`config.mk`:
```
export PLATFORM = sky130hd
export DESIGN_NAME = bscan_tap
export DESIGN_NICKNAME = d
export VERILOG_FILES = /design/src/bscan_tap.v /design/src/pin_sync.v
export VERILOG_INCLUDE_DIRS = /design/src
export SDC_FILE = /design/constraint.sdc
export NUM_CORES = 1
export LEC_CHECK = 0
export BUFFER_PORTS_ARGS = -buffer_cell sky130_fd_sc_hd__buf_2
export CORE_AREA = 4 4 102 104
export CTS_CLUSTER_SIZE = 40
export DETAILED_ROUTE_END_ITERATION = 7
export DIE_AREA = 0 0 106 108
export PLACE_DENSITY = 0.88
export SETUP_SLACK_MARGIN = 0.1
export SLEW_MARGIN = 20
export SYNTH_ARGS = -nofsm -noshare
export SYNTH_HDL_FRONTEND = slang
export SYNTH_SLANG_ARGS = --single-unit
```
`constraint.sdc`:
```
create_clock -name clk_sys -period 4.7 [get_ports clk_sys]
set_clock_uncertainty 0.15 [all_clocks]
set_input_delay 0.705 -clock clk_sys [delete_from_list [all_inputs] [get_ports clk_sys]]
set_output_delay 0.705 -clock clk_sys [all_outputs]
set_load 0.005 [all_outputs]
```
`src/bscan_regs.vh`:
```
// Constants of the test data register path of the boundary-scan port.
// Assumes one 25 MHz system clock that samples every test pin.
// Summary of operation
// - Selected register sits between TDI and TDO
// - Each rising TCK shifts one place toward TDO
// - Scan path never inverts bits
// - One-bit bypass register forms shortest path
// - Boundary cells are test-only logic
// - Control cell one means high-impedance or output
// - Supply, ground, test pins have no cells
// - Sample and external test capture on rising TCK
// - Serial boundary data enters on rising TCK
// - Update to pins on falling TCK
// - TDO changes on falling TCK
// - Controller moves only on rising TCK by TMS
// - Low test reset pin initialises the controller
// - Five TMS-high periods reach test-logic-reset
// - Cell 0 nearest TDO; controls 18, 25, 47
// - Five-bit instruction register, shift and latched stages
// - All-zero external test selects boundary register
// - All-one bypass selects bypass register
// - Power-on reset puts controller in test-logic-reset
`ifndef BSCAN_REGS_VH
`define BSCAN_REGS_VH

`define IR_LEN        5
`define OP_EXTEST     5'h00
`define OP_SAMPLE     5'h01
`define OP_BYPASS     5'h1f
`define IR_CAPTURE    5'h0d
`define IR_RESET      5'h1f

`define BSR_LEN       51
`define CTRL_CELL_A   18
`define CTRL_CELL_B   25
`define CTRL_CELL_C   47

`define SYNC_W        4
`define SYNC_TCK      0
`define SYNC_TMS      1
`define SYNC_TDI      2
`define SYNC_TRST     3
`define SYNC_RESET    4'h8

`endif

```
`src/bscan_tap.v`:
```
// Test access port controller with bypass and boundary-scan registers.
// Assumes TCK far slower than clk_sys; test pins arrive asynchronously.
`include "bscan_regs.vh"

module bscan_tap #(
  parameter BSR_LEN = `BSR_LEN
) (
  input  wire               clk_sys,
  input  wire               resetn,
  input  wire               tck,
  input  wire               tms,
  input  wire               tdi,
  input  wire               trst_n,
  output wire               tdo,
  output wire               tdo_oe,
  input  wire [BSR_LEN-1:0] bsr_capture_in,
  output wire [BSR_LEN-1:0] bsr_update_out,
  output wire               extest_mode,
  output wire [2:0]         dir_ctrl
);

  localparam [3:0] ST_TLR    = 4'h0;
  localparam [3:0] ST_RTI    = 4'h1;
  localparam [3:0] ST_SEL_DR = 4'h2;
  localparam [3:0] ST_CAP_DR = 4'h3;
  localparam [3:0] ST_SH_DR  = 4'h4;
  localparam [3:0] ST_EX1_DR = 4'h5;
  localparam [3:0] ST_PA_DR  = 4'h6;
  localparam [3:0] ST_EX2_DR = 4'h7;
  localparam [3:0] ST_UP_DR  = 4'h8;
  localparam [3:0] ST_SEL_IR = 4'h9;
  localparam [3:0] ST_CAP_IR = 4'ha;
  localparam [3:0] ST_SH_IR  = 4'hb;
  localparam [3:0] ST_EX1_IR = 4'hc;
  localparam [3:0] ST_PA_IR  = 4'hd;
  localparam [3:0] ST_EX2_IR = 4'he;
  localparam [3:0] ST_UP_IR  = 4'hf;

  wire [`SYNC_W-1:0] pins_s;
  wire [`SYNC_W-1:0] pins_p;
  wire               tck_rise;
  wire               tck_fall;
  wire               tms_s;
  wire               tdi_s;
  wire               trst_s;

  reg  [3:0]             tap_q;
  reg  [3:0]             tap_d;
  reg  [`IR_LEN-1:0]     ir_sh_q;
  reg  [`IR_LEN-1:0]     ir_q;
  reg                    byp_q;
  reg  [BSR_LEN-1:0]     bsr_sh_q;
  reg  [BSR_LEN-1:0]     bsr_up_q;
  reg                    tdo_q;
  reg                    tdo_oe_q;
  reg                    tdo_d;

  wire sel_bsr;
  wire in_shift;
  wire tap_reset;
  wire in_tlr;
  wire cap_ir;
  wire sh_ir;
  wire up_ir;
  wire cap_dr;
  wire sh_dr;
  wire up_dr;

  pin_sync #(
    .W        (`SYNC_W)
  ) u_sync (
    .clk_sys  (clk_sys),
    .resetn   (resetn),
    .async_in ({trst_n, tdi, tms, tck}),
    .sync_out (pins_s),
    .prev_out (pins_p)
  );

  // TMS and TDI pass the same stages as TCK, so they stay aligned to it
  assign tck_rise = pins_s[`SYNC_TCK] & ~pins_p[`SYNC_TCK];
  assign tck_fall = ~pins_s[`SYNC_TCK] & pins_p[`SYNC_TCK];
  assign tms_s    = pins_s[`SYNC_TMS];
  assign tdi_s    = pins_s[`SYNC_TDI];
  assign trst_s   = pins_s[`SYNC_TRST];

  // Unknown opcodes fall back to bypass
  assign sel_bsr  = (ir_q == `OP_EXTEST) | (ir_q == `OP_SAMPLE);
  assign in_shift = sh_dr | sh_ir;

  // State decodes shared by the rising and falling TCK stages
  assign in_tlr = (tap_q == ST_TLR);
  assign cap_ir = (tap_q == ST_CAP_IR);
  assign sh_ir  = (tap_q == ST_SH_IR);
  assign up_ir  = (tap_q == ST_UP_IR);
  assign cap_dr = (tap_q == ST_CAP_DR);
  assign sh_dr  = (tap_q == ST_SH_DR);
  assign up_dr  = (tap_q == ST_UP_DR);

  // Test reset acts only after the synchroniser, hence synchronously
  assign tap_reset = !resetn || !trst_s;

  always @* begin
    tap_d = tap_q;
    case (tap_q)
      ST_TLR:    tap_d = tms_s ? ST_TLR : ST_RTI;
      ST_RTI:    tap_d = tms_s ? ST_SEL_DR : ST_RTI;
      ST_SEL_DR: tap_d = tms_s ? ST_SEL_IR : ST_CAP_DR;
      ST_CAP_DR: tap_d = tms_s ? ST_EX1_DR : ST_SH_DR;
      ST_SH_DR:  tap_d = tms_s ? ST_EX1_DR : ST_SH_DR;
      ST_EX1_DR: tap_d = tms_s ? ST_UP_DR : ST_PA_DR;
      ST_PA_DR:  tap_d = tms_s ? ST_EX2_DR : ST_PA_DR;
      ST_EX2_DR: tap_d = tms_s ? ST_UP_DR : ST_SH_DR;
      ST_UP_DR:  tap_d = tms_s ? ST_SEL_DR : ST_RTI;
      ST_SEL_IR: tap_d = tms_s ? ST_TLR : ST_CAP_IR;
      ST_CAP_IR: tap_d = tms_s ? ST_EX1_IR : ST_SH_IR;
      ST_SH_IR:  tap_d = tms_s ? ST_EX1_IR : ST_SH_IR;
      ST_EX1_IR: tap_d = tms_s ? ST_UP_IR : ST_PA_IR;
      ST_PA_IR:  tap_d = tms_s ? ST_EX2_IR : ST_PA_IR;
      ST_EX2_IR: tap_d = tms_s ? ST_UP_IR : ST_SH_IR;
      ST_UP_IR:  tap_d = tms_s ? ST_SEL_DR : ST_RTI;
      default:   tap_d = ST_TLR;
    endcase
  end

  // Controller state; system reset stands in for power-on reset
  always @(posedge clk_sys) begin
    if (tap_reset) begin
      tap_q <= ST_TLR;
    end else if (tck_rise) begin
      tap_q <= tap_d;
    end
  end

  // Instruction shift stage captures a fixed pattern, then shifts
  always @(posedge clk_sys) begin
    if (tap_reset) begin
      ir_sh_q <= `IR_CAPTURE;
    end else if (tck_rise && cap_ir) begin
      ir_sh_q <= `IR_CAPTURE;
    end else if (tck_rise && sh_ir) begin
      ir_sh_q <= {tdi_s, ir_sh_q[`IR_LEN-1:1]};
    end
  end

  // Bypass captures zero, which lets a chain walk count the devices
  always @(posedge clk_sys) begin
    if (tap_reset) begin
      byp_q <= 1'b0;
    end else if (tck_rise && !sel_bsr && cap_dr) begin
      byp_q <= 1'b0;
    end else if (tck_rise && !sel_bsr && sh_dr) begin
      byp_q <= tdi_s;
    end
  end

  // Boundary shift stage: parallel capture, then serial shift
  always @(posedge clk_sys) begin
    if (tap_reset) begin
      bsr_sh_q <= {BSR_LEN{1'b0}};
    end else if (tck_rise && sel_bsr && cap_dr) begin
      bsr_sh_q <= bsr_capture_in;
    end else if (tck_rise && sel_bsr && sh_dr) begin
      // TDI into MSB, cell 0 leaves first, no inversion
      bsr_sh_q <= {tdi_s, bsr_sh_q[BSR_LEN-1:1]};
    end
  end

  // Instruction switches on falling TCK, never under a shifting edge
  always @(posedge clk_sys) begin
    if (tap_reset) begin
      ir_q <= `IR_RESET;
    end else if (tck_fall && in_tlr) begin
      ir_q <= `IR_RESET;
    end else if (tck_fall && up_ir) begin
      ir_q <= ir_sh_q;
    end
  end

  // Update stage; sample preloads it, and it reaches bsr_update_out in every mode
  always @(posedge clk_sys) begin
    if (tap_reset) begin
      bsr_up_q <= {BSR_LEN{1'b0}};
    end else if (tck_fall && up_dr && sel_bsr) begin
      bsr_up_q <= bsr_sh_q;
    end
  end

  // Next serial bit; outside shift states the last bit is kept
  always @* begin
    tdo_d = tdo_q;
    if (sh_ir) begin
      tdo_d = ir_sh_q[0];
    end else if (sh_dr && sel_bsr) begin
      tdo_d = bsr_sh_q[0];
    end else if (sh_dr) begin
      tdo_d = byp_q;
    end
  end

  // Serial output and its enable change on falling TCK only
  always @(posedge clk_sys) begin
    if (tap_reset) begin
      tdo_q    <= 1'b0;
      tdo_oe_q <= 1'b0;
    end else if (tck_fall) begin
      tdo_oe_q <= in_shift;
      tdo_q    <= tdo_d;
    end
  end

  assign tdo    = tdo_q;
  assign tdo_oe = tdo_oe_q;

  // Update stage reaches bsr_update_out in every mode, sampling included; extest_mode marks external test
  assign bsr_update_out = bsr_up_q;
  assign extest_mode    = (ir_q == `OP_EXTEST);

  // A one in a control cell floats or turns round its pin group
  assign dir_ctrl = {bsr_up_q[`CTRL_CELL_C],
                     bsr_up_q[`CTRL_CELL_B],
                     bsr_up_q[`CTRL_CELL_A]};

  // Test port pins are not among the capture inputs at all

endmodule // bscan_tap

```
`src/pin_sync.v`:
```
// Two-stage synchroniser for the test pins, plus one extra stage.
// Assumes asynchronous pins; the extra stage lets the caller find edges.
`include "bscan_regs.vh"

module pin_sync #(
  parameter W = `SYNC_W
) (
  input  wire         clk_sys,
  input  wire         resetn,
  input  wire [W-1:0] async_in,
  output wire [W-1:0] sync_out,
  output wire [W-1:0] prev_out
);

  reg [W-1:0] meta_q;
  reg [W-1:0] sync_q;
  reg [W-1:0] prev_q;

  // First stage feeds only the second stage
  always @(posedge clk_sys) begin
    if (!resetn) begin
      meta_q <= `SYNC_RESET;
      sync_q <= `SYNC_RESET;
      prev_q <= `SYNC_RESET;
    end else begin
      meta_q <= async_in;
      sync_q <= meta_q;
      prev_q <= sync_q;
    end
  end

  assign sync_out = sync_q;
  assign prev_out = prev_q;

endmodule // pin_sync

```
# Word level (Yosys, flattened, before mapping)
# Cells that the tools add are included.
# word_totals
regBits	128
inputBits	57
out_inout_bits	57
word_cells	79
# classes
eq_ne	16
muxes	18
bitwise	6
reduce_logical	28
# op_table
cell	count
two-way mux 51 bit	2
one-hot mux 4 bit (12 select lines)	1
== test 4 bit, second input constant	8
== test 4 x 3 -> 1 bit, second input constant	4
two-way mux 4 bit	4
logical AND 1 bit	13
OR reduction 2 bit	5
== test 4 x 2 -> 1 bit, second input constant	2
two-way mux 1 bit	6
two-way mux 2 bit	3
two-way mux 3 bit	2
== test 5 x 1 -> 1 bit, second input constant	1
logical NOT 5 bit	1
== test 4 x 1 -> 1 bit, second input constant	1
logical NOT 4 bit	1
logical NOT 1 bit	3
nonzero test 3 bit	1
OR reduction 3 bit	1
bitwise AND 1 bit	2
NOT 1 bit	2
bitwise OR 1 bit	2
AND reduction 2 bit	1
nonzero test 2 bit	1
logical OR 1 bit	1

# Logic depth before layout (Yosys ltp)
# Gate-level depths: netlist (run 1).
# logic_depth
word_depth	6
depth_mapped	7

# By module
# A second synthesis (run 1) with hierarchy kept.
# unflattened
hier_cells	599
hier_area_um2	5442.7
# by_module_without_submodules
mod	n_inst	cells_per_inst	area_per_inst_um2
bscan_tap	1	574	5119.9
pin_sync	1	25	322.8

# Least setup slack after synthesis (run 1)
# OpenSTA, ideal clock, no wires.
# synth_path
kind	register to register
startpoint	reg ir_q[4]
endpoint	reg bsr_sh_q[40]
setup_ps	86
t_arrival_ps	1971
path_slack_ps	2494
stages_incl_launch_ff	7
n_path_buf	2
synth_period_minus_slack_ps	2206
cell_sequence	dfxtp_1 > or4_4 > or4_1 > buf_4 > buf_6 > mux2i_1 > a211oi_1
# synth_via
elab_chain_cells	5
elab_cells_between_ends	8
classes_between	eq/ne: 1; mux: 1; bitwise: 1; reduce/logical: 5
# synth_lines
element	line_no	source
from (decl)	bscan_tap.v:50	reg [`IR_LEN-1:0] ir_q;
from (signal assigned)	bscan_tap.v:171	ir_q <= `IR_RESET;
from (signal assigned)	bscan_tap.v:173	ir_q <= `IR_RESET;
from (signal assigned)	bscan_tap.v:175	ir_q <= ir_sh_q;
== test 5 x 1 -> 1 bit (no line) / logical NOT 5 bit (equally long branches)	--	
bitwise OR 1 bit *	bscan_tap.v:87	assign sel_bsr = (ir_q == `OP_EXTEST) | (ir_q == `OP_SAMPLE);
logical AND 1 bit *	bscan_tap.v:160, bscan_tap.v:162	
logical AND 1 bit (on tied branches)	bscan_tap.v:160, bscan_tap.v:162	
two-way mux 51 bit / nonzero test 2 bit (equally long branches)	--	
to (signal assigned)	bscan_tap.v:159	bsr_sh_q <= {BSR_LEN{1'b0}};
to (signal assigned)	bscan_tap.v:161	bsr_sh_q <= bsr_capture_in;
to (signal assigned)	bscan_tap.v:164	bsr_sh_q <= {tdi_s, bsr_sh_q[BSR_LEN-1:1]};
to (decl)	bscan_tap.v:52	reg [BSR_LEN-1:0] bsr_sh_q;
# Mark *: on every way between the ends. The rest lies on a longest branch, timed or not.
# A chain may end at the register's enable or synchronous reset.

# Final worst setup path (run 1)
# layout_path
startpoint	reg ir_q[4]
endpoint	reg bsr_sh_q[32]
# Same word-level chain as after synthesis.

==> flow_summary.json, run 1 <==
{
  "hold_path.class": "in2reg",
  "crit_slowest_cell": "or4_2",
  "drive_gt1_share_pct": 22.0,
  "hold_viol_final": 0,
  "core-area_um2": 9550,
  "path_class": "reg2reg",
  "synth_warnings": 0,
  "final_common_cell": "dfxtp_1",
  "grtUsageMet1_pct": 28.3,
  "crit_path_start_kind": "flip-flop",
  "cp.buffers_inverters": 1,
  "vdd_drop_max_mv": 0.278,
  "nFillCells": 799,
  "ys_seq_area_share_pct": 49.9,
  "holdPathStages": 2,
  "busiest_layer": "met2",
  "synth_edf_count": 0,
  "max_freq_ghz": 0.327,
  "clock_latency_ps": 510,
  "period_share_pct": 65.0,
  "syn-instance-count": 594,
  "ys_types": 39,
  "final_cell_mix": "dfxtp_1, nand2_1, buf_2",
  "grt_max_degree": 103,
  "cts_setup_buffers": 0,
  "via_count": 4522,
  "use_met3_pct": 5.49,
  "critical_path_arrival_ps": 3240,
  "drt_iter0_drc": 272,
  "finalHoldWorstSlack_ps": 238,
  "cts_resized": 0,
  "syn_to_final_growth_pct": 20.6,
  "syn_area_per_cell_um2": 8.65,
  "ctsHoldBuffers": 0,
  "cts_made_buffers": 17,
  "viasPerCell": 5.51,
  "die_h_um": 108,
  "synth-main-ff-cell": "dfxtp_1",
  "finalWirelength_um": 12500,
  "first_global_vias": 4214,
  "tightest_slew_ps": 944,
  "multi_input_area_um2": 2340,
  "final_nets": 732,
  "overflow": 0,
  "met2_usage_pct": 36.8,
  "layout_setup_ws_ps": 1640,
  "route.detailed.drc": 0,
  "die_x_um": 106,
  "syn-num-nets": 651,
  "reg2reg_to": "bsr_sh_q[32]",
  "first_pass_iters": 5,
  "initial_utilization_pct": 53.8,
  "setup_viol": 0,
  "post_drt_wl_per_cell_um": 15.3,
  "cts_tree": "built",
  "antenna_found_initial": 1,
  "dp_hpwl_um": 8180,
  "core.rowCount": 36,
  "slew_viol_final": 0,
  "status": "complete, no violations",
  "hold_start": "trst_n",
  "io_pins": 114,
  "fin_crit_ps": 3060,
  "seqCellArea_um2": 2560,
  "pre_cts_ws_ps": 1650,
  "holdPathEnd": "u_sync.meta_q[3]",
  "fin_tns_setup_ps": 0,
  "track_usage_pct": 22.2,
  "port_buffers": 113,
  "cp-end-kind": "flip-flop",
  "path_cells": "or4_4, or4_2, buf_4, mux2i_1, a21oi_1",
  "r2r_start": "ir_q[4]",
  "cts_max_path_buffers": 2,
  "critical-path-top-delay-family": "simple AND/OR/NAND/NOR gates",
  "power_leakage_nw": 2.73,
  "critPathLaunch": "ir_q[4]",
  "root_buffer": "clkbuf_8",
  "rsz0062_at_grt": "false",
  "required_ps": 4880,
  "async_reset_ff_share_pct": 0,
  "die_area_um2": 11400,
  "power_density_nw_per_um2": 374,
  "grt_pass1_wl_um": 20500,
  "max_stage_delay_ps": 1060,
  "gp_congestion": 0.830,
  "cap_violations": 0,
  "cp_max_fo": 28,
  "slew_headroom_pct": 37.1,
  "power.total_w": 0.00232,
  "reg2reg_slack_ps": 1640,
  "syn_area_um2": 5140,
  "final_antenna_net_count": 0,
  "htree_levels": 4,
  "ys_seq_elements": 128,
  "reg2reg_depth": 5,
  "path_clk_slew_ps": 60,
  "cts.sinks": 128
}
## how the worst max path moves through the flow
stage | to | cells after the start
detailed placement | bsr_sh_q[29] | 5
finish | bsr_sh_q[32] | 5
CTS | bsr_sh_q[29] | 5
global placement | bsr_sh_q[29] | 5
global route | bsr_sh_q[29] | 5
floorplan | bsr_sh_q[40] | 6
## power by group
group,total (W),internal [W],switching [W]
sequential,0.00109,0.00109,0.00000494
combinational,0.0000621,0.0000258,0.0000363
clock,0.00116,0.000706,0.000457
## through the flow
step | std cells | area [µm²] | utilization [%]
CTS | 820 | 6180 | 64.7
finish | 821 | 6200 | 64.9
detailed placement | 789 | 5650 | 59.2
global placement | 789 | 5650 | 59.2
global route | 821 | 6200 | 64.9
floorplan | 594 | 5140 | -
## registers in the layout (all words and copies together), names as in the netlist
name and count:
u_sync.meta_q 4, tap_q 4, ir_sh_q 5, tdo_oe 1, bsr_sh_q 51, bsr_update_out 51
u_sync.prev_out 1, u_sync.sync_out 4, byp_q 1, tdo 1, ir_q 5
## routing by layer
layer  up-vias  wire length (µm)
met1      2121              5420
met3        21               711
met5         -                 0
met2       162              6220
met4         0               183
li1       2218                 -
## synthesized netlist by cell type (all sizes together) (4+ instances only)
master,n,area share (%)
nor2b,5,0.61
mux2i,57,11
and2,8,0.97
clkbuf,39,2.8
o21ai,61,5.9
a31oi,4,0.49
a21oi,104,10
dfxtp,128,50
a211oi,6,0.88
nand2,114,8.3
nand3,7,0.68
nand2b,5,0.61
buf,15,2.2
nor3,5,0.49
nor2,9,0.66
## cells by family (layout without fill, tap and decap cells)
| logic type | count (synthesis) | in the layout | synth area share [%] |
|---|---|---|---|
| simple gates | 168 | 168 | 14.7 |
| mux | 57 | 57 | 11.1 |
| flops | 128 | 128 | 49.9 |
| xor+xnor | 2 | 2 | 0.341 |
| buf+inv | 57 | 150 | 5.31 |
| compound gates | 182 | 182 | 18.7 |
| other cells | 0 | 1 | 0 |
## final cells by class
class	count	share of cell area (%)
clock inverter	11	1.49
sequential	128	41.4
inverter	3	0.182
timing repair buffer	116	9.49
tap	133	2.69
multi-input combinational	409	37.7
antenna	1	0.0404
clock buffer	20	7.03
(Power assumes the default switching activity.)
==> inputs of run 2 (changes only) <==
- CORE_AREA: 4 4 102 104 -> 4 4 108 110
- DIE_AREA: 0 0 106 108 -> 0 0 112 114
- PLACE_DENSITY: 0.88 -> 0.83
- clock period: 4.7 -> 2.68 ns (I/O delays scaled with it)
==> run 2 against run 1 <==
Via count up 0.91%. Worst setup slack got worse by 1500 ps. Critical path type unchanged. Clock power is 100% higher. Sequential cell count unchanged. Final cell count increased by 3.0%.
==> flow_summary.json, run 2 (synthesis results as in run 1) <==
{
  "cts_resized": 0,
  "path_class": "reg2reg",
  "required_ps": 2910,
  "fin_crit_ps": 2510,
  "grt_pass1_wl_um": 20800,
  "final_nets": 750,
  "drt_iter0_drc": 345,
  "finalWirelength_um": 12600,
  "track_usage_pct": 19.9,
  "grt_max_degree": 57,
  "r2r_start": "ir_q[4]",
  "cap_violations": 0,
  "route.detailed.drc": 0,
  "io_pins": 114,
  "first_global_vias": 4405,
  "core-area_um2": 10700,
  "root_buffer": "clkbuf_8",
  "tightest_slew_ps": 648,
  "finalHoldWorstSlack_ps": 29.5,
  "cts.sinks": 128,
  "critical_path_arrival_ps": 2740,
  "cp-end-kind": "flip-flop",
  "cts_max_path_buffers": 2,
  "hold_path.class": "in2reg",
  "cp_max_fo": 23,
  "die_area_um2": 12800,
  "die_h_um": 114,
  "final_antenna_net_count": 0,
  "path_clk_slew_ps": 60,
  "status": "complete, no violations",
  "first_pass_iters": 5,
  "vdd_drop_max_mv": 0.345,
  "port_buffers": 113,
  "slew_viol_final": 0,
  "die_x_um": 112,
  "cts_tree": "built",
  "hold_viol_final": 0,
  "final_common_cell": "dfxtp_1",
  "dp_hpwl_um": 8660,
  "nFillCells": 909,
  "cts_made_buffers": 17,
  "cts_setup_buffers": 0,
  "overflow": 0,
  "worstSetupEndpoint": "bsr_sh_q[18]",
  "setup_viol": 0,
  "htree_levels": 4,
  "critPathLaunch": "ir_q[4]",
  "period_share_pct": 93.6,
  "reg2reg_to": "bsr_sh_q[18]",
  "rsz0062_at_grt": "false",
  "post_drt_wl_per_cell_um": 14.9,
  "initial_utilization_pct": 48.0,
  "power_density_nw_per_um2": 675,
  "final_cell_mix": "dfxtp_1, nand2_1, buf_2",
  "core.rowCount": 38,
  "max_freq_ghz": 0.399,
  "gp_congestion": 0.802,
  "power_leakage_nw": 2.85,
  "crit_path_start_kind": "flip-flop",
  "antennaDiodeCount": 0,
  "reg2reg_depth": 5,
  "drive_gt1_share_pct": 23.2,
  "slew_headroom_pct": 56.7,
  "clock_latency_ps": 520,
  "fin_tns_setup_ps": 0,
  "reg2reg_slack_ps": 170,
  "viasPerCell": 5.39,
  "antenna_found_initial": 0,
  "syn_to_final_growth_pct": 25.6,
  "via_count": 4563
}
## run 2: cell count changes in the layout (fill, tap and decap cells not counted), sizes merged
cell         before  now
clkbuf           20   18
dlygate4sd3       0    7
buf             116  127
diode             1    0
clkinvlp          2    4
clkinv            8    4
inv               3    6
bufinv            1    3
## run 2: through the flow
stage	std cells	total power [W]	setup WS, ps	area, µm²	utilization, %
6_report	846	0.00435	171	6450	60.3
4_1_cts	846	0.00439	172	6450	60.3
5_1_grt	846	0.00449	107	6450	60.3
2_1_floorplan	594	0.00201	474	5140	-
3_5_place_dp	807	0.00207	193	5780	54.0
3_3_place_gp	807	0.00207	258	5780	54.0
## run 2: cell type report
type	count	area (µm²)	share of cell area, %
Timing Repair Buffer	134	778	12.1
Inverter	3	11.3	0.174
Tap cell	140	175	2.71
Sequential cell	128	2560	39.7
Clock buffer	18	418	6.48
Clock inverter	14	184	2.85
Multi-Input combinational cell	409	2320	36.0
## run 2: worst min path at each step
stage                               endpoint               start  depth (start not counted)  slack, ps
final                           bsr_sh_q[16]  bsr_capture_in[16]                          3         30
after global routing            bsr_sh_q[12]  bsr_capture_in[12]                          3         20
after CTS                       bsr_sh_q[14]  bsr_capture_in[14]                          3          3
after detailed placement  u_sync.sync_out[3]    u_sync.meta_q[3]                          1        270
after global placement    u_sync.sync_out[3]    u_sync.meta_q[3]                          1        240
after floorplan           u_sync.sync_out[3]    u_sync.meta_q[3]                          1        240
## run 2: timing repair
action / in CTS / in global routing
endpoints found under the setup margin: 0 / 0
hold buffers: 7 / 0
endpoints found under the hold margin: 6 / 0
## run 2: routing by layer
| layer | vias up | track usage, % | part of all wire [%] |
|---|---|---|---|
| li1 | 2253 | - | - |
| met1 | 2105 | 24.9 | 44 |
| met2 | 182 | 33.6 | 48 |
| met3 | 23 | 4.77 | 6.2 |
| met4 | 0 | 7.77 | 1.7 |
| met5 | - | 0 | 0 |
## run 2: power breakdown
group | switching [W] | internal (W) | total (W)
logic | 0.0000669 | 0.0000544 | 0.000121
registers | 0.00000589 | 0.00191 | 0.00192
clock network | 0.000884 | 0.00143 | 0.00232
total | 0.000957 | 0.00340 | 0.00435
## run 2: critical path, cell delays in order (launching register included)
cell and delay [ps]:
dfxtp_1 330, or4_4 580, or4_2 720, buf_4 290
mux2i_1 210, a21oi_1 80
